File: config.mk
export PLATFORM = sky130hd
export DESIGN_NAME = ecr_regs
export DESIGN_NICKNAME = d
export VERILOG_FILES = /design/src/shared/ecr_pkg.sv /design/src/logic/ecr_pend_arb.sv /design/src/logic/ecr_regs.sv
export SDC_FILE = /design/constraint.sdc
export NUM_CORES = 1
export LEC_CHECK = 0
export ABC_AREA = 1
export ABC_CLOCK_PERIOD_IN_PS = 74200
export BUFFER_PORTS_ARGS = -buffer_cell sky130_fd_sc_hd__buf_2
export CELL_PAD_IN_SITES_DETAIL_PLACEMENT = 1
export CELL_PAD_IN_SITES_GLOBAL_PLACEMENT = 2
export CORE_MARGIN = 8
export CORE_UTILIZATION = 29
export DETAILED_ROUTE_END_ITERATION = 10
export GPL_ROUTABILITY_DRIVEN = 0
export PLACE_DENSITY_LB_ADDON = 0.1
export SYNTH_ARGS = -nofsm -noshare
export SYNTH_HDL_FRONTEND = slang
export SYNTH_SLANG_ARGS = --single-unit
File: constraint.sdc
create_clock -name ref_clk -period 74.2 [get_ports ref_clk]
set_input_delay 3.71 -clock ref_clk [delete_from_list [all_inputs] [get_ports ref_clk]]
set_output_delay 3.71 -clock ref_clk [all_outputs]
set_load 0.05 [all_outputs]
File: src/shared/ecr_pkg.sv
package ecr_pkg;

    // Register map, byte addresses on the register port.
    localparam int unsigned ADDR_W = 8;
    localparam logic [7:0] OFF_CTRL_STATE = 8'h00;
    localparam logic [7:0] OFF_TABLE_OFFSET = 8'h04;
    localparam logic [7:0] OFF_APP_RESET = 8'h08;

    // Interrupt control and state fields.
    localparam int unsigned TICK_CLR_BIT = 25;
    localparam int unsigned DEBUG_BIT = 23;
    localparam int unsigned IRQ_PEND_BIT = 22;
    localparam int unsigned PEND_NUM_LSB = 12;
    localparam int unsigned PEND_NUM_W = 6;
    localparam int unsigned RET_BASE_BIT = 11;
    localparam int unsigned ACT_NUM_LSB = 0;
    localparam int unsigned ACT_NUM_W = 9;

    // Vector table offset fields.
    localparam int unsigned TBL_LSB = 7;
    localparam int unsigned TBL_W = 25;
    localparam int unsigned TBL_REGION_BIT = 29;
    localparam logic [TBL_W-1:0] TBL_RESET = 25'h0000000;

    // Application interrupt and reset control fields.
    localparam int unsigned KEY_LSB = 16;
    localparam logic [15:0] KEY_WRITE = 16'h05fa;
    localparam logic [15:0] KEY_READ = 16'hfa05;
    localparam int unsigned ENDIAN_BIT = 15;
    localparam int unsigned SPLIT_LSB = 8;
    localparam int unsigned SPLIT_W = 3;
    localparam logic [SPLIT_W-1:0] SPLIT_RESET = 3'h0;
    localparam int unsigned SYS_RESET_BIT = 2;

    // Exception numbering.
    localparam int unsigned FIRST_EXC = 2;
    localparam int unsigned NMI_NUM = 2;
    localparam int unsigned FIRST_IRQ = 16;
    localparam logic [7:0] GROUP_BASE_MASK = 8'hfe;

    // Keeps only the group priority part of a priority value.
    function automatic logic [7:0] ecr_group(input logic [7:0] prio, input logic [2:0] split);
        logic [7:0] mask;
        mask = GROUP_BASE_MASK << split;
        return prio & mask;
    endfunction

endpackage

File: src/logic/ecr_pend_arb.sv
`timescale 1ns/100ps
module ecr_pend_arb import ecr_pkg::*; #(
    parameter int unsigned NUM_EXC = 48
) (
    input wire logic [NUM_EXC-1:0] exc_pending,
    input wire logic [NUM_EXC-1:0] exc_enabled,
    input wire logic [NUM_EXC*8-1:0] exc_prio,
    input wire logic [7:0] base_priority_mask,
    input wire logic fault_mask_a,
    output logic best_valid,
    output logic [PEND_NUM_W-1:0] best_num,
    output logic [7:0] best_prio
);

    // A linear scan is cheap at this exception count; ties go to the lower number.
    always_comb begin
        logic [7:0] p;
        logic masked;
        p = 8'h00;
        masked = 1'b0;
        best_valid = 1'b0;
        best_num = '0;
        best_prio = 8'hff;
        for (int i = FIRST_EXC; i < NUM_EXC; i++) begin
            p = exc_prio[i*8 +: 8];
            masked = 1'b0;
            if (base_priority_mask != 8'h00 && p >= base_priority_mask) begin
                masked = 1'b1;
            end
            if (fault_mask_a && i != NMI_NUM) begin
                masked = 1'b1;
            end
            if (exc_pending[i] && exc_enabled[i] && !masked) begin
                if (!best_valid || p < best_prio) begin
                    best_valid = 1'b1;
                    best_num = PEND_NUM_W'(i);
                    best_prio = p;
                end
            end
        end
    end

endmodule // ecr_pend_arb

File: src/logic/ecr_regs.sv
// The address map and the plain strobed port are this design's own decisions.
`timescale 1ns/100ps
// Operation
// - Writing one to bit 25 clears tick timer pending; zero has no effect.
// - Bit 25 is write-only; its read value is unspecified.
// - Bit 23 reads zero whenever the processor is not halted in debug.
// - Bit 22 shows any interrupt pending, excluding non-maskable and fault exceptions.
// - Bits 17:12 give highest-priority pending enabled exception number, else zero.
// - Pending number honours base priority and fault masks, ignores global mask.
// - Bit 11 reads zero when preempted active exceptions remain, else one.
// - Bits 8:0 show active exception number, zero in thread mode.
// - Table offset register holds offset bits 31:7 in register bits 31:7.
// - Offset bit 29 selects code region (zero) or SRAM region (one).
// - Table offset bits 6:0 always read zero and ignore writes.
// - Reset control writes need key 0x5FA upper half; reads return 0xFA05.
// - Bit 15 reports the fixed data byte order, one for big-endian.
// - Bits 10:8 store the priority grouping setting.
// - Keyed write of one to bit 2 requests outer system reset; reads zero.
// - Grouping n makes priority bits 7:n+1 group, n:0 subpriority.
// - Only group priority decides preemption, never subpriority.
module ecr_regs import ecr_pkg::*; #(
    parameter int unsigned NUM_EXC = 48,
    parameter logic BIG_ENDIAN = 1'b0
) (
    input wire logic ref_clk,
    input wire logic nrst,
    input wire logic [ADDR_W-1:0] bus_addr,
    input wire logic [31:0] bus_wdata,
    input wire logic bus_wr,
    input wire logic bus_rd,
    output logic [31:0] bus_rdata,
    input wire logic [NUM_EXC-1:0] exc_pending,
    input wire logic [NUM_EXC-1:0] exc_enabled,
    input wire logic [NUM_EXC-1:0] exc_active,
    input wire logic [NUM_EXC*8-1:0] exc_prio,
    input wire logic [ACT_NUM_W-1:0] active_exception_number,
    input wire logic [7:0] running_prio,
    input wire logic [7:0] base_priority_mask,
    input wire logic fault_mask_a,
    input wire logic debug_halted,
    input wire logic debug_state_bit,
    output logic tick_pend_clear,
    output logic [31:0] table_base_addr,
    output logic table_in_sram,
    output logic [SPLIT_W-1:0] priority_split,
    output logic preempt_allowed,
    output logic system_reset_request
);

    typedef struct packed {
        logic [TBL_W-1:0] tbl;
        logic [SPLIT_W-1:0] split;
        logic sys_rst;
        logic tick_clr;
        logic preempt;
        logic [31:0] rdata;
    } ecr_state_t;

    ecr_state_t state_ff;
    ecr_state_t nxt_state;

    logic best_valid;
    logic [PEND_NUM_W-1:0] best_num;
    logic [7:0] best_prio;
    logic irq_pending_flag;
    logic return_to_base_flag;
    logic key_ok;
    logic wr_ctrl;
    logic wr_tbl;
    logic wr_app;
    logic [31:0] ctrl_view;
    logic [31:0] tbl_view;
    logic [31:0] app_view;

    ecr_pend_arb #(
        .NUM_EXC(NUM_EXC)
    ) u_arb (
        .exc_pending(exc_pending),
        .exc_enabled(exc_enabled),
        .exc_prio(exc_prio),
        .base_priority_mask(base_priority_mask),
        .fault_mask_a(fault_mask_a),
        .best_valid(best_valid),
        .best_num(best_num),
        .best_prio(best_prio)
    );

    // Status that software reads, assembled from the live exception state.
    always_comb begin
        irq_pending_flag = |exc_pending[NUM_EXC-1:FIRST_IRQ];
        return_to_base_flag = (exc_active & (exc_active - 1'b1)) == '0;
        key_ok = bus_wdata[31:KEY_LSB] == KEY_WRITE;
        wr_ctrl = bus_wr && bus_addr == OFF_CTRL_STATE;
        wr_tbl = bus_wr && bus_addr == OFF_TABLE_OFFSET;
        wr_app = bus_wr && bus_addr == OFF_APP_RESET && key_ok;
    end

    always_comb begin
        ctrl_view = 32'h00000000;
        // The clear bit is returned as zero; software must not rely on it.
        ctrl_view[TICK_CLR_BIT] = 1'b0;
        ctrl_view[DEBUG_BIT] = debug_halted & debug_state_bit;
        ctrl_view[IRQ_PEND_BIT] = irq_pending_flag;
        if (best_valid) begin
            ctrl_view[PEND_NUM_LSB +: PEND_NUM_W] = best_num;
        end
        ctrl_view[RET_BASE_BIT] = return_to_base_flag;
        ctrl_view[ACT_NUM_LSB +: ACT_NUM_W] = active_exception_number;
    end

    always_comb begin
        tbl_view = 32'h00000000;
        tbl_view[TBL_LSB +: TBL_W] = state_ff.tbl;
    end

    always_comb begin
        app_view = 32'h00000000;
        app_view[31:KEY_LSB] = KEY_READ;
        app_view[ENDIAN_BIT] = BIG_ENDIAN;
        app_view[SPLIT_LSB +: SPLIT_W] = state_ff.split;
        // Request and debug bits stay zero on reads.
        app_view[SYS_RESET_BIT] = 1'b0;
    end

    always_comb begin
        nxt_state = state_ff;
        nxt_state.tick_clr = wr_ctrl && bus_wdata[TICK_CLR_BIT];
        if (wr_tbl) begin
            // Low seven offset bits are not stored, so they can never read back as one.
            nxt_state.tbl = bus_wdata[TBL_LSB +: TBL_W];
        end
        if (wr_app) begin
            nxt_state.split = bus_wdata[SPLIT_LSB +: SPLIT_W];
            // Debug bits 1 and 0 are dropped here, which avoids any local reset side effect.
            if (bus_wdata[SYS_RESET_BIT]) begin
                nxt_state.sys_rst = 1'b1;
            end
        end
        // Preemption compares group parts only; thread mode can be preempted by anything.
        nxt_state.preempt = best_valid && (active_exception_number == '0 ||
            ecr_group(best_prio, state_ff.split) < ecr_group(running_prio, state_ff.split));
        nxt_state.rdata = 32'h00000000;
        if (bus_rd) begin
            unique case (bus_addr)
                OFF_CTRL_STATE: begin
                    nxt_state.rdata = ctrl_view;
                end
                OFF_TABLE_OFFSET: begin
                    nxt_state.rdata = tbl_view;
                end
                OFF_APP_RESET: begin
                    nxt_state.rdata = app_view;
                end
                default: begin
                    nxt_state.rdata = 32'h00000000;
                end
            endcase
        end
    end

    // The request is only dropped by reset so a slow reset controller cannot miss it.
    always_ff @(posedge ref_clk) begin
        if (!nrst) begin
            state_ff.tbl <= TBL_RESET;
            state_ff.split <= SPLIT_RESET;
            state_ff.sys_rst <= 1'b0;
            state_ff.tick_clr <= 1'b0;
            state_ff.preempt <= 1'b0;
            state_ff.rdata <= 32'h00000000;
        end else begin
            state_ff <= nxt_state;
        end
    end

    always_comb begin
        bus_rdata = state_ff.rdata;
        tick_pend_clear = state_ff.tick_clr;
        table_base_addr = tbl_view;
        table_in_sram = state_ff.tbl[TBL_REGION_BIT-TBL_LSB];
        priority_split = state_ff.split;
        preempt_allowed = state_ff.preempt;
        system_reset_request = state_ff.sys_rst;
    end
endmodule // ecr_regs

### Yosys cells after proc, flatten, opt, wreduce, memory -nomap -nowiden

Cells that the tools add are included.

* mux-type cells: 366
* reduce and logical (&&, ||, !) cells: 288
* magnitude comparators: 92
* shifts and indexed selects: 1
* equal/unequal tests: 3
* add/sub/neg operators: 1
* bitwise operators: 4

Operators by type and width (count)
* 8-bit 2-to-1 mux: 91
* 6-bit 2-to-1 mux: 91
* 8-bit >= comparator: 46
* 8-bit less-than comparator: 46
* 1-bit 2-to-1 mux: 182
* 1-bit logical AND: 144
* 32-bit case mux with 3 select lines: 1
* 1-bit logical NOT: 91
* 48-bit AND: 1
* 48-bit logical NOT: 1
* 48-bit by 1-bit subtractor with 48-bit output (second input constant): 1
* 1-bit logical OR: 46
* 32-bit OR reduction: 1
* 8-bit AND: 2
* 16-bit by 11-bit equality test with 1-bit output (second input constant): 1
* 9-bit logical NOT: 1
* 8-bit by 3-bit equality test with 1-bit output (second input constant): 1
* 8-bit by 4-bit equality test with 1-bit output (second input constant): 1
* 8-bit logical NOT: 1
* 8-bit nonzero test: 1
* 8-bit by 3-bit left shift with 8-bit output (first input constant): 1
* 2-bit AND reduction: 2
* 2-bit 2-to-1 mux: 1
* 1-bit AND: 1

* output and inout bits: 71
* word-level logic and storage cells: 761
* flip-flop bits (word level): 63
* bits of input ports: 600

### Longest topological paths before layout

Gate-level depths: netlist of the first run.

* word-level depth: 190
* mapped depth: 561
* mapped depth without buffers: 517

### Cells and area by module

From an unflattened synthesis of the first run, not the netlist that was laid out.

* cells, all modules: 4296
* area, all modules: 26499.2 µm²

Modules (own cells, without submodules)
* ecr_pend_arb: area an instance 22659.2 µm², cells each 3668, times used 1, seq. area each 0.0 µm²
* ecr_regs: area an instance 3839.9 µm², cells each 628, times used 1, seq. area each 1261.2 µm²

### Least setup slack after synthesis of the first run

No wires, ideal clock.

* path type: input to register
* from: in base_priority_mask[7]
* to: reg state_ff (netlist bit preempt_allowed)
* cell stages on the path: 458
* path slack: 14.499 ns
* library setup time: 0.070 ns
* arrival time: 59.631 ns
* buffers on the path: 45
* required time: 74.130 ns
* cell sequence: inv_1 ha_1 a21o_1 nor2_4 nand3_1 nand2_2 nand2_2 nor2_1 ha_1 a21oi_1 nor2_1 a211oi_1 nand2_1 nand2_2 nand2_2 buf_4 o21ai_0 ha_1 (+422 left out) nand2_2 buf_4 o21ai_0 ha_1 nand2_1 nor2_1 a211oi_1 nand2_1 nand2_2 nand2_4 buf_6 o211a_1 ha_1 a21oi_1 nor2_1 a211oi_1 nand2_1 a21oi_1

* longest elaborated chain between the ends: 190
* elaborated cells between the ends (all ways): 597
* those cells by class: order compare: 92; mux: 273; bitwise: 1; reduce/logical: 231

Ends and longest elaborated chain
* start: declaration: RTL line ecr_regs.sv:38 `input wire logic [7:0] base_priority_mask,`
* 8-bit >= comparator / 8-bit nonzero test (equally long branches): RTL line ecr_pend_arb.sv:27 `if (base_priority_mask != 8'h00 && p >= base_priority_mask) begin`
* 1-bit logical AND: RTL line ecr_pend_arb.sv:27
* 1-bit 2-to-1 mux: RTL line ecr_pend_arb.sv:27
* 1-bit logical NOT: RTL line ecr_pend_arb.sv:33 `if (exc_pending[i] && exc_enabled[i] && !masked) begin`
* 1-bit logical AND: RTL line ecr_pend_arb.sv:33
* 8-bit 2-to-1 mux / 1-bit 2-to-1 mux (equally long branches): RTL line ecr_pend_arb.sv:33
* 8-bit less-than comparator / 1-bit logical NOT (equally long branches): RTL line ecr_pend_arb.sv:34 `if (!best_valid || p < best_prio) begin`
* 1-bit logical OR: RTL line ecr_pend_arb.sv:34
* (+174 left out)
* 8-bit less-than comparator / 1-bit logical NOT (equally long branches): RTL line ecr_pend_arb.sv:34
* 1-bit logical OR: RTL line ecr_pend_arb.sv:34
* 8-bit 2-to-1 mux: RTL line ecr_pend_arb.sv:34
* 8-bit 2-to-1 mux: RTL line ecr_pend_arb.sv:33
* 8-bit AND: RTL line ecr_pkg.sv:45 `return prio & mask;`
* 8-bit less-than comparator: RTL line ecr_regs.sv:141 `ecr_group(best_prio, state_ff.split) < ecr_group(running_prio, state_ff.split));`
* 1-bit logical OR: RTL line ecr_regs.sv:140 `nxt_state.preempt = best_valid && (active_exception_number == '0 ||`
* 1-bit logical AND (*): RTL line ecr_regs.sv:140
* end signal: assignment: RTL line ecr_regs.sv:171 `state_ff <= nxt_state;`
* end: declaration: RTL line ecr_regs.sv:59 `ecr_state_t state_ff;`

Mark *: on every way between the ends. The rest lies on a longest branch, timed or not.
A chain may end at the register's enable or synchronous reset.

### Worst setup path in the final report of the first run

* from: in base_priority_mask[6]
* to: reg state_ff (netlist bit preempt_allowed)

Same word-level chain as after synthesis.

==> results of run 1 <==
[area by class of cell]
| class | instances | area, sq um | share of cell area [%] |
|---|---|---|---|
| diodes | 25 | 62.6 | 0.209 |
| clock inverters | 6 | 62.6 | 0.209 |
| inverters | 508 | 1910 | 6.36 |
| flip-flops and latches | 63 | 1260 | 4.21 |
| multi-input cells | 3508 | 21600 | 72.2 |
| repair buffers | 662 | 3380 | 11.3 |
| clock buffers | 9 | 225 | 0.751 |
| well taps | 1155 | 1450 | 4.82 |
[worst reg2reg max path, cell delays in order (launching register included)]
cell	delay, ns
dfxtp_1	0.52
o21ai_0	0.19
o211a_1	0.17
ha_1	0.30
a21oi_1	0.16
nor2_1	0.06
a211oi_1	0.16
nand2_1	0.08
a21oi_1	0.11
[sequential cells by signal, indices dropped and copies added, names as in the netlist]
register and flops:
system_reset_request 1, priority_split 3, table_base_addr 25, bus_rdata 32
preempt_allowed 1, tick_pend_clear 1
[logic make-up after synthesis]
kind of cell	synth area share, %
other	0.0148
DFF	4.96
buffers and inverters	10.2
AOI/OAI and AO/OA	18.8
and+or+nand+nor	36.3
adders and majority gates	29.8
[per-stage QoR]
step,hold WS [ns],area [sq um],cells
floorplan,0.666,25400,4150
global placement,0.438,29600,5896
detailed placement,0.443,29600,5896
CTS,0.452,29900,5911
global route,0.475,30000,5924
finish,0.452,30000,5936
[routing by layer]
| layer | track usage (%) | vias up |
|---|---|---|
| met5 | 0 | - |
| met4 | 3.88 | 22 |
| met3 | 2.46 | 89 |
| met2 | 43.1 | 404 |
| met1 | 28.0 | 13400 |
| li1 | - | 15200 |
[cells in the mapped netlist, types with 2 or more instances]
| cell | instances | area [sq um] |
|---|---|---|
| a221oi_1 | 3 | 26.3 |
| o21ai_0 | 356 | 1780 |
| nand3b_1 | 42 | 315 |
| a2111oi_0 | 2 | 17.5 |
| ha_1 | 603 | 7540 |
| a21boi_0 | 34 | 255 |
| nand2_1 | 1137 | 4270 |
| nand3_1 | 297 | 1490 |
| o31ai_1 | 5 | 37.5 |
| o21bai_1 | 44 | 330 |
| nor4_2 | 4 | 50.1 |
| a211oi_1 | 50 | 375 |
| nand2_2 | 105 | 657 |
| buf_1 | 3 | 11.3 |
| inv_2 | 18 | 67.6 |
| nor4_1 | 15 | 93.8 |
| clkbuf_1 | 11 | 41.3 |
| maj3_1 | 3 | 30.0 |
| nor3_1 | 12 | 60.1 |
| a21oi_2 | 4 | 35.0 |
| o211ai_1 | 18 | 135 |
| a31oi_1 | 3 | 18.8 |
| dfxtp_1 | 63 | 1260 |
| o21ai_1 | 4 | 20.0 |
| nand2_4 | 39 | 439 |
| a21oi_1 | 158 | 791 |
| nand4_1 | 64 | 400 |
| nor2_1 | 366 | 1370 |
| inv_1 | 462 | 1730 |
| clkinv_1 | 28 | 105 |
| buf_6 | 12 | 135 |
| buf_4 | 21 | 158 |
| clkbuf_8 | 24 | 330 |
| nor2_2 | 3 | 18.8 |
| o21a_1 | 95 | 713 |
| o31a_1 | 3 | 26.3 |
| a21o_1 | 16 | 120 |
[repair_timing]
action	in CTS	in global routing
endpoints found under the setup margin	0	7
resized for setup	0	101
endpoints found under the hold margin	0	0
[worst max path at each step]
stage,depth (start not counted),endpoint,startpoint
2_1_floorplan,458,preempt_allowed$_SDFF_PN0_,base_priority_mask[7]
3_3_place_gp,377,preempt_allowed$_SDFF_PN0_,base_priority_mask[5]
3_5_place_dp,377,preempt_allowed$_SDFF_PN0_,base_priority_mask[5]
4_1_cts,377,preempt_allowed$_SDFF_PN0_,base_priority_mask[5]
5_1_grt,410,preempt_allowed$_SDFF_PN0_,base_priority_mask[5]
6_report,387,preempt_allowed$_SDFF_PN0_,base_priority_mask[6]
[placed cells by master, fill, tap and decap left out, types with 5 or more instances in the layout]
cell / instances
dfxtp_1: 63
diode_2: 25
clkinv_1: 27
nand3b_1: 42
o211ai_1: 18
a211oi_1: 50
nor4_2: 5
ha_1: 603
o21ai_1: 91
clkbuf_16: 9
o21ai_0: 263
a21oi_1: 158
conb_1: 7
o21a_1: 95
buf_2: 635
nor3_1: 12
a21boi_0: 34
o21bai_1: 44
nand2_1: 1137
nand3_1: 297
nand2_2: 104
nor4_1: 13
nand4_1: 64
nor2_1: 365
inv_1: 455
buf_4: 26
inv_2: 26
o31ai_1: 5
a21o_1: 16
nand2_4: 40
o21ai_2: 7
[report_power, final]
part / switching [uW] / internal [uW] / leakage [uW]
Sequential: 0.0798 / 34.1 / 0.000507
Combinational: 249 / 145 / 0.0165
Clock: 15.1 / 25.6 / 0.000133
==> run metrics, run 1 <==
Detail Route Antenna Nets=0; Synth Cell Area=25400 sq um; FF-to-FF path depth=8; Hold Path Stages=2; # setup viols final=0; Final WS setup=7.49 ns; chip height=312 microns; synth warn=0; Die W=312 microns; WP data arrival=66.96 ns; highest metal used=met5; FFs w/ async S/R, synth=0%; via/cell ratio=4.91; die area=97300 sq um; Hold WC Path Type=reg -> reg; first-pass GRT wire length=177000 microns; Worst Path Buf+Inv=7; routed wl met3=3460 microns; Netlist cell types=54; num rows=108; critical path's top delay family=compound AO/OA/AOI/OAI gates; Post-Syn Instances=4144; status=finished, final reports clean; worst vdd ir=10.4 uV; RSZ-0062 raised after global routing=no; Port Buffers=636; Bufs on Longest Clock Path=2; area grow syn2layout=18.0%; CP Capture Type=flip-flop; power per standard cell area=15.6 nW/um^2; fin nets=5955; Top FF cell, synth=dfxtp_1; Worst EP required=74.45 ns; Post-synth EDFFs=0; largest net degree at the start of global routing=33; reg2reg end=preempt_allowed$_SDFF_PN0_; layout cells sized above 1=18.4%; initial cell density of the core=29.3%; wire length per cell=19.6 microns; crit path launch type=input pin; initial antenna violation count=53; Final Hold Vio Count=0; Setup CP Type=in -> reg; total power=469 uW; minimum clock period=66.71 ns; R2R Setup Slk=72.39 ns; CP most frequent cell=nand2_1; Core Util, Final=34.6%; H-tree depth=3; DRC viols=0; worst-path maximum fanout=23; Lkg Pwr=0.0172 uW; DR pass1 iterations=5; grt ovf=0; Root Buffer=clkbuf_16; Hold Startpoint=table_base_addr[19]$_SDFFE_PN0P_; pre-CTS setup slack=2.67 ns; Max-slew headroom=26.6%; total track usage=22.8%; post-CTS setup buffers=0; Seq cells post-synth=63; Syn Area/Cell=6.13 sq um; Iteration-0 DRC Markers=1107; max-cap violations=0; max incr delay on CP=0.37 ns; Slew Limit Fails=0; total negative slack=0 ns; CTS tree=built; via count=29100; CTS Hold Bufs=0; Worst-Skew Late Latency=0.33 ns; f_max=15.0 MHz; met1 wire length=51700 microns; Core ar.=86800 sq um; Clk pin slew, worst setup/hold paths=0.06 ns; DPL Wire Length=100000 microns; CTS Buf Count=9; clk_skew=0.00466 ns; sequential area share after synthesis=4.96%; met2 routed WL=58900 microns; slowest stage cell, crit path=buf_4; worst slew pin tran=1.09 ns; Tcrit/Tclk final=89.9%; reg2reg start=priority_split[2]$_SDFFE_PN0P_; WHS Endpoint=bus_rdata[19]$_SDFF_PN0_; number of global-route vias before repair=30100; routed wire length=116000 microns; # IOs=671; CTS sink cnt=63; fill count=11800
(Power assumes the default switching activity.)
==> run 2: changes to the inputs <==
PLACE_DENSITY_LB_ADDON = 0.12   (was 0.1)
==> run 2 against run 1 <==
  * Die area unchanged
  * Hold slack worse by 0.0047 ns
  * Global-route usage is essentially flat
  * Setup slack got worse by 0.49 ns
  * Count of clock-buffer cells in the layout grew 2
  * Non-clock buffer count rose by 2
  * Combinational power hardly changed
==> run metrics, run 2 (same netlist as run 1, synthesis figures left out) <==
status=finished, final reports clean; minimum clock period=67.19 ns (+0.486 ns); Max-slew headroom=31.4% (+4.8 points); Die W=312 microns (unchanged); CP most frequent cell=nand2_1; Core ar.=86800 sq um (unchanged); Root Buffer=clkbuf_16; dpl cells=5898 (+0.034%); fin nets=5957 (+0.034%); num rows=108 (unchanged); critical path's top delay family=compound AO/OA/AOI/OAI gates; worst setup path start=base_priority_mask[3]; Final Hold Vio Count=0 (unchanged); pre-CTS setup slack=2.84 ns (+0.177 ns); Worst-Skew Late Latency=0.32 ns (about the same); routed wire length=117000 microns (+0.50%); Clk pin slew, worst setup/hold paths=0.05 ns (about the same); max FFs per register=32 (unchanged); number of global-route vias before repair=30000 (-0.49%); Slew Limit Fails=0 (unchanged); Setup CP Type=in -> reg; power per standard cell area=15.5 nW/um^2 (-0.88%); Multi-input gate area=21600 sq um (about the same); via/cell ratio=4.92 (+0.14%); largest net degree at the start of global routing=45 (+36%); placed cell area=29600 sq um (about the same); fill count=11800 (+0.17%); most frequent cells in the layout=nand2_1 (1137), buf_2 (635), ha_1 (603), inv_1 (455), nor2_1 (365); Hold Startpoint=table_base_addr[19]$_SDFFE_PN0P_; commonest non-fill, non-tap cell in the layout=nand2_1; total negative slack=0 ns (unchanged); worst slew pin tran=1.02 ns (-0.0720 ns); CTS tree=built; DPL Wire Length=101000 microns (+0.85%); grt ovf=0 (unchanged); via count=29200 (+0.33%); Worst Path Buf+Inv=6 (-1); WP data arrival=67.45 ns (+0.49 ns); Port Buffers=636 (unchanged); Bufs on Longest Clock Path=2 (unchanged); max-cap violations=0 (unchanged); chip height=312 microns (unchanged); FF/Latch Area=1260 sq um (unchanged); crit path launch type=input pin; DR pass1 iterations=5 (unchanged); total power=465 uW (-0.85%); area grow syn2layout=18.0% (about the same); initial cell density of the core=29.3% (unchanged); die area=97300 sq um (unchanged); layout cells sized above 1=18.3% (-0.092 points); DRC viols=0 (unchanged); Hold WC Path Type=reg -> reg; Worst EP required=74.45 ns (about the same); Lkg Pwr=0.0172 uW (about the same); max incr delay on CP=0.37 ns (about the same); clk_skew=0.00373 ns (-0.000935 ns); Final WS setup=7.01 ns (-0.486 ns); CTS Buf Count=9 (unchanged); RSZ-0062 raised after global routing=no; CTS sink cnt=63 (unchanged); worst vdd ir=12.5 uV (+20%); first-pass GRT wire length=176000 microns (-0.75%); CP Capture Type=flip-flop; # setup viols final=0 (unchanged); initial antenna violation count=64 (+21%); H-tree depth=3 (unchanged); total track usage=22.9% (about the same); Tcrit/Tclk final=90.6% (+0.65 points); # IOs=671 (unchanged); fin cells=5947 (+0.19%); reg2reg start=priority_split[2]$_SDFFE_PN0P_; post-route design area=30000 sq um (about the same); Iteration-0 DRC Markers=1082 (-2.3%); Detail Route Antenna Nets=0 (unchanged); CTS Hold Bufs=0 (unchanged); worst-path maximum fanout=18 (-22%); post-CTS setup buffers=0 (unchanged); wire length per cell=19.6 microns (+0.31%); slowest stage cell, crit path=o21ai_0; f_max=14.9 MHz (-0.72%)
[run 2: changes by cell type in the layout (fill, tap and decap cells not counted), moves of 2 or more]
cell        delta
buf_4          +2
clkinvlp_4     -2
diode_2        +9
o21ai_0       +21
o21ai_1       -17
o21ai_2        -4
[run 2: path summary, 6_finish.rpt]
check | to | slack [ns] | depth (start not counted)
max | preempt_allowed$_SDFF_PN0_ | 7.01 | 381
min | bus_rdata[19]$_SDFF_PN0_ | 0.45 | 2
max reg2reg | preempt_allowed$_SDFF_PN0_ | 72.41 | 8
min reg2reg | bus_rdata[19]$_SDFF_PN0_ | 0.45 | 2
[run 2: area by class of cell]
class	count	share of cell area (%)
Clock buffer	11	0.809
Tap cell	1155	4.82
Timing Repair Buffer	664	11.4
Antenna cell	34	0.284
Clock inverter	4	0.0751
Multi-Input combinational cell	3508	72.1
Sequential cell	63	4.20
Inverter	508	6.36
[run 2: report_power, final]
part	total [uW]	leakage [uW]	switching (uW)	internal (uW)
Sequential	34.2	0.000507	0.0693	34.1
Clock	37.6	0.000131	14.5	23.1
Combinational	393	0.0165	249	145
Total	465	0.0172	263	202
[run 2: repair_timing]
action	in CTS	in global routing
endpoints found under the setup margin	0	7
gates resized for setup	0	76
hold endpoints to repair	0	0
[run 2: metrics by stage]
| stage | hold slack (ns) | utilization, % |
|---|---|---|
| after floorplan | 0.666 | - |
| after detailed placement | 0.442 | 34.1 |
| after global routing | 0.478 | 34.5 |
| after CTS | 0.449 | 34.5 |
| after global placement | 0.444 | 34.1 |
| final | 0.448 | 34.6 |
[run 2: worst min-delay path, stage by stage, from the launching register on]
cell and delay (ns):
dfxtp_1 0.31, nand2_1 0.06, nor2_1 0.03
[run 2: routing by layer]
| layer | part of all wire [%] | vias up | global-route usage (%) |
|---|---|---|---|
| met4 | 2.9 | 28 | 6.87 |
| met5 | 0.15 | - | 0 |
| li1 | - | 15300 | - |
| met1 | 43 | 13400 | 26.9 |
| met2 | 51 | 457 | 42.4 |
| met3 | 3.6 | 127 | 3.28 |
==> run 3: changes to the inputs <==
CTS_BUF_LIST = sky130_fd_sc_hd__clkbuf_2   (was unset)
SKIP_LAST_GASP = 1   (was unset)
SYNTH_HIERARCHICAL = 1   (was unset)
==> run 3 against run 2 <==
  * First-iteration DRC count is 15% higher
  * Sequential share of layout area is 0.13 points lower
  * Die area is 4.0% higher
  * Total power is 3.6% higher
  * Maximum frequency is 0.64% lower
  * Hold slack better by 0.024 ns
  * Largest cell class unchanged
  * Sequential cell count stayed put
==> run metrics, run 3 <==
Worst Path Buf+Inv=5 (-1); Tcrit/Tclk final=91.1% (+0.58 points); initial cell density of the core=29.1% (-0.22 points); Final WS setup=6.57 ns (-0.432 ns); Sequential Power Share=7.1% (-0.3 points); R2R Setup Slk=72.23 ns (-0.18 ns); minimum clock period=67.63 ns (+0.432 ns); CP most frequent cell=nand2_4; worst hold slack=0.471 ns (+0.0236 ns); status=finished, final reports clean; CP Capture Type=flip-flop; Clk pin slew, worst setup/hold paths=0.19 ns (+0.14 ns); worst slew pin tran=1.06 ns (+0.0386 ns); Detail Route Antenna Nets=0 (unchanged); Max-slew headroom=28.9% (-2.5 points); H-tree depth=3 (unchanged); commonest non-fill, non-tap cell in the layout=nand2_1; Root Buffer=clkbuf_2; Bufs on Longest Clock Path=2 (unchanged); Slew Limit Fails=0 (unchanged); grt ovf=0 (unchanged); via/cell ratio=4.97 (+1.2%); CTS Buf Count=9 (unchanged); clk_skew=0.0255 ns (+0.0217 ns); num rows=111 (+2.8%); worst vdd ir=6.25 uV (-50%); largest net degree at the start of global routing=33 (-27%); wire length per cell=19.9 microns (+1.7%); share of total power in combinational logic=88.7% (+4.1 points); Post-Syn Instances=4292 (+3.6%); CTS sink cnt=63 (unchanged); crit path launch type=input pin; Hold WC Path Type=reg -> reg; Die W=318 microns (+2.0%); pre-CTS setup slack=2.32 ns (-0.523 ns); number of global-route vias before repair=30900 (+3.2%); Clock Power Share=4.2% (-3.9 points); first-pass GRT wire length=184000 microns (+4.3%); reg2reg end=preempt_allowed$_SDFF_PN0_; DPL Wire Length=106000 microns (+5.2%); initial antenna violation count=81 (+27%); critical path's top delay family=compound AO/OA/AOI/OAI gates; Worst EP required=74.62 ns (+0.17 ns); fin nets=6097 (+2.4%); chip height=318 microns (+2.0%); die area=101000 sq um (+4.0%); CTS Hold Bufs=0 (unchanged); layout cells sized above 1=19.9% (+1.6 points); routed wire length=122000 microns (+4.6%); Hold Startpoint=system_reset_request$_SDFFE_PN0P_; Lkg Pwr=0.0176 uW (+2.8%); # IOs=671 (unchanged); power per standard cell area=15.6 nW/um^2 (+0.50%); cell internal pwr=203 uW (+0.72%); CTS tree=built; max incr delay on CP=0.51 ns (+0.14 ns); DRC viols=0 (unchanged); worst-path maximum fanout=30 (+12); WHS Endpoint=system_reset_request$_SDFFE_PN0P_; Worst-Skew Late Latency=0.52 ns (+0.20 ns); Hold Path Stages=2 (unchanged); Core ar.=91100 sq um (+5.0%); # setup viols final=0 (unchanged); switching share of total power=57.8% (+1.2 points); max-cap violations=0 (unchanged); Iteration-0 DRC Markers=1244 (+15%); WP data arrival=68.04 ns (+0.59 ns); FF-to-FF path depth=8 (unchanged); Synth Cell Area=26500 sq um (+4.2%); total track usage=22.9% (+0.082 points); Port Buffers=636 (unchanged); fill count=12200 (+3.5%); f_max=14.8 MHz (-0.64%); slowest stage cell, crit path=o21ai_0; DR pass1 iterations=6 (+1); Final Hold Vio Count=0 (unchanged); Syn Area/Cell=6.17 sq um (+0.62%); Setup CP Type=in -> reg; synth warn=6 (+6); max FFs per register=32 (unchanged); area grow syn2layout=16.8%; most frequent cells in the layout=nand2_1 (1148), buf_2 (635), ha_1 (604), inv_1 (469), nor2_1 (407); reg2reg start=priority_split[2]$_SDFFE_PN0P_; post-CTS setup buffers=0 (unchanged); via count=30400 (+4.1%); critical path depth=383 (+0.52%); Psw=278 uW (+5.8%)
[run 3: layout make-up]
| type | count | area (sq um) | share of cell area (%) |
|---|---|---|---|
| diodes | 36 | 90.1 | 0.291 |
| clock buffers | 10 | 50.0 | 0.162 |
| clock inverters | 6 | 51.3 | 0.166 |
| inverters | 534 | 2150 | 6.96 |
| multi-input cells | 3630 | 22500 | 72.7 |
| flip-flops and latches | 63 | 1260 | 4.08 |
| well taps | 1186 | 1480 | 4.80 |
| repair buffers | 655 | 3360 | 10.9 |
[run 3: power by group through the flow]
stage          registers (uW)  clock network [uW]  logic (uW)
6_report                 34.3                20.1         427
4_1_cts                  34.3                20.6         430
5_1_grt                  34.3                21.8         493
3_3_place_gp             34.9                   0         419
2_1_floorplan            36.0                   0         309
3_5_place_dp             35.0                   0         428
[run 3: how the worst max path moves through the flow]
| stage | end | slack (ns) | startpoint |
|---|---|---|---|
| 2_1_floorplan | preempt_allowed$_SDFF_PN0_ | 12.75 | base_priority_mask[7] |
| 3_3_place_gp | preempt_allowed$_SDFF_PN0_ | 2.50 | base_priority_mask[1] |
| 3_5_place_dp | preempt_allowed$_SDFF_PN0_ | 2.32 | base_priority_mask[1] |
| 4_1_cts | preempt_allowed$_SDFF_PN0_ | 2.52 | base_priority_mask[1] |
| 5_1_grt | preempt_allowed$_SDFF_PN0_ | -0.03 | base_priority_mask[7] |
| 6_report | preempt_allowed$_SDFF_PN0_ | 6.57 | base_priority_mask[1] |
[run 3: per-stage QoR]
step | instances | util, % | instance area [sq um] | total power [uW] | setup TNS (ns)
after global routing | 6104 | 33.9 | 30900 | 549 | -0.0288
after detailed placement | 6068 | 33.6 | 30700 | 463 | 0
after floorplan | 4298 | - | 26500 | 345 | 0
final | 6120 | 33.9 | 30900 | 482 | 0
after global placement | 6068 | 33.6 | 30700 | 454 | 0
after CTS | 6084 | 33.8 | 30800 | 485 | 0
[run 3: what timing repair did]
action,in CTS,in global routing
gates resized for setup,0,80
endpoints found under the hold margin,0,0
endpoints found under the setup margin,0,7
[run 3: per-layer routing]
layer | global-route usage [%] | routed length, microns | vias up | share of wire [%]
li1 | - | - | 15600 | -
met1 | 28.3 | 53800 | 14000 | 44
met2 | 40.8 | 58500 | 616 | 48
met3 | 4.62 | 7010 | 160 | 5.7
met4 | 4.94 | 2500 | 36 | 2.0
met5 | 0 | 231 | - | 0.19
[run 3: worst min-delay path, cell delays in order (launching register included)]
cell     delay [ns]
dfxtp_1        0.35
inv_1          0.05
a21oi_1        0.05
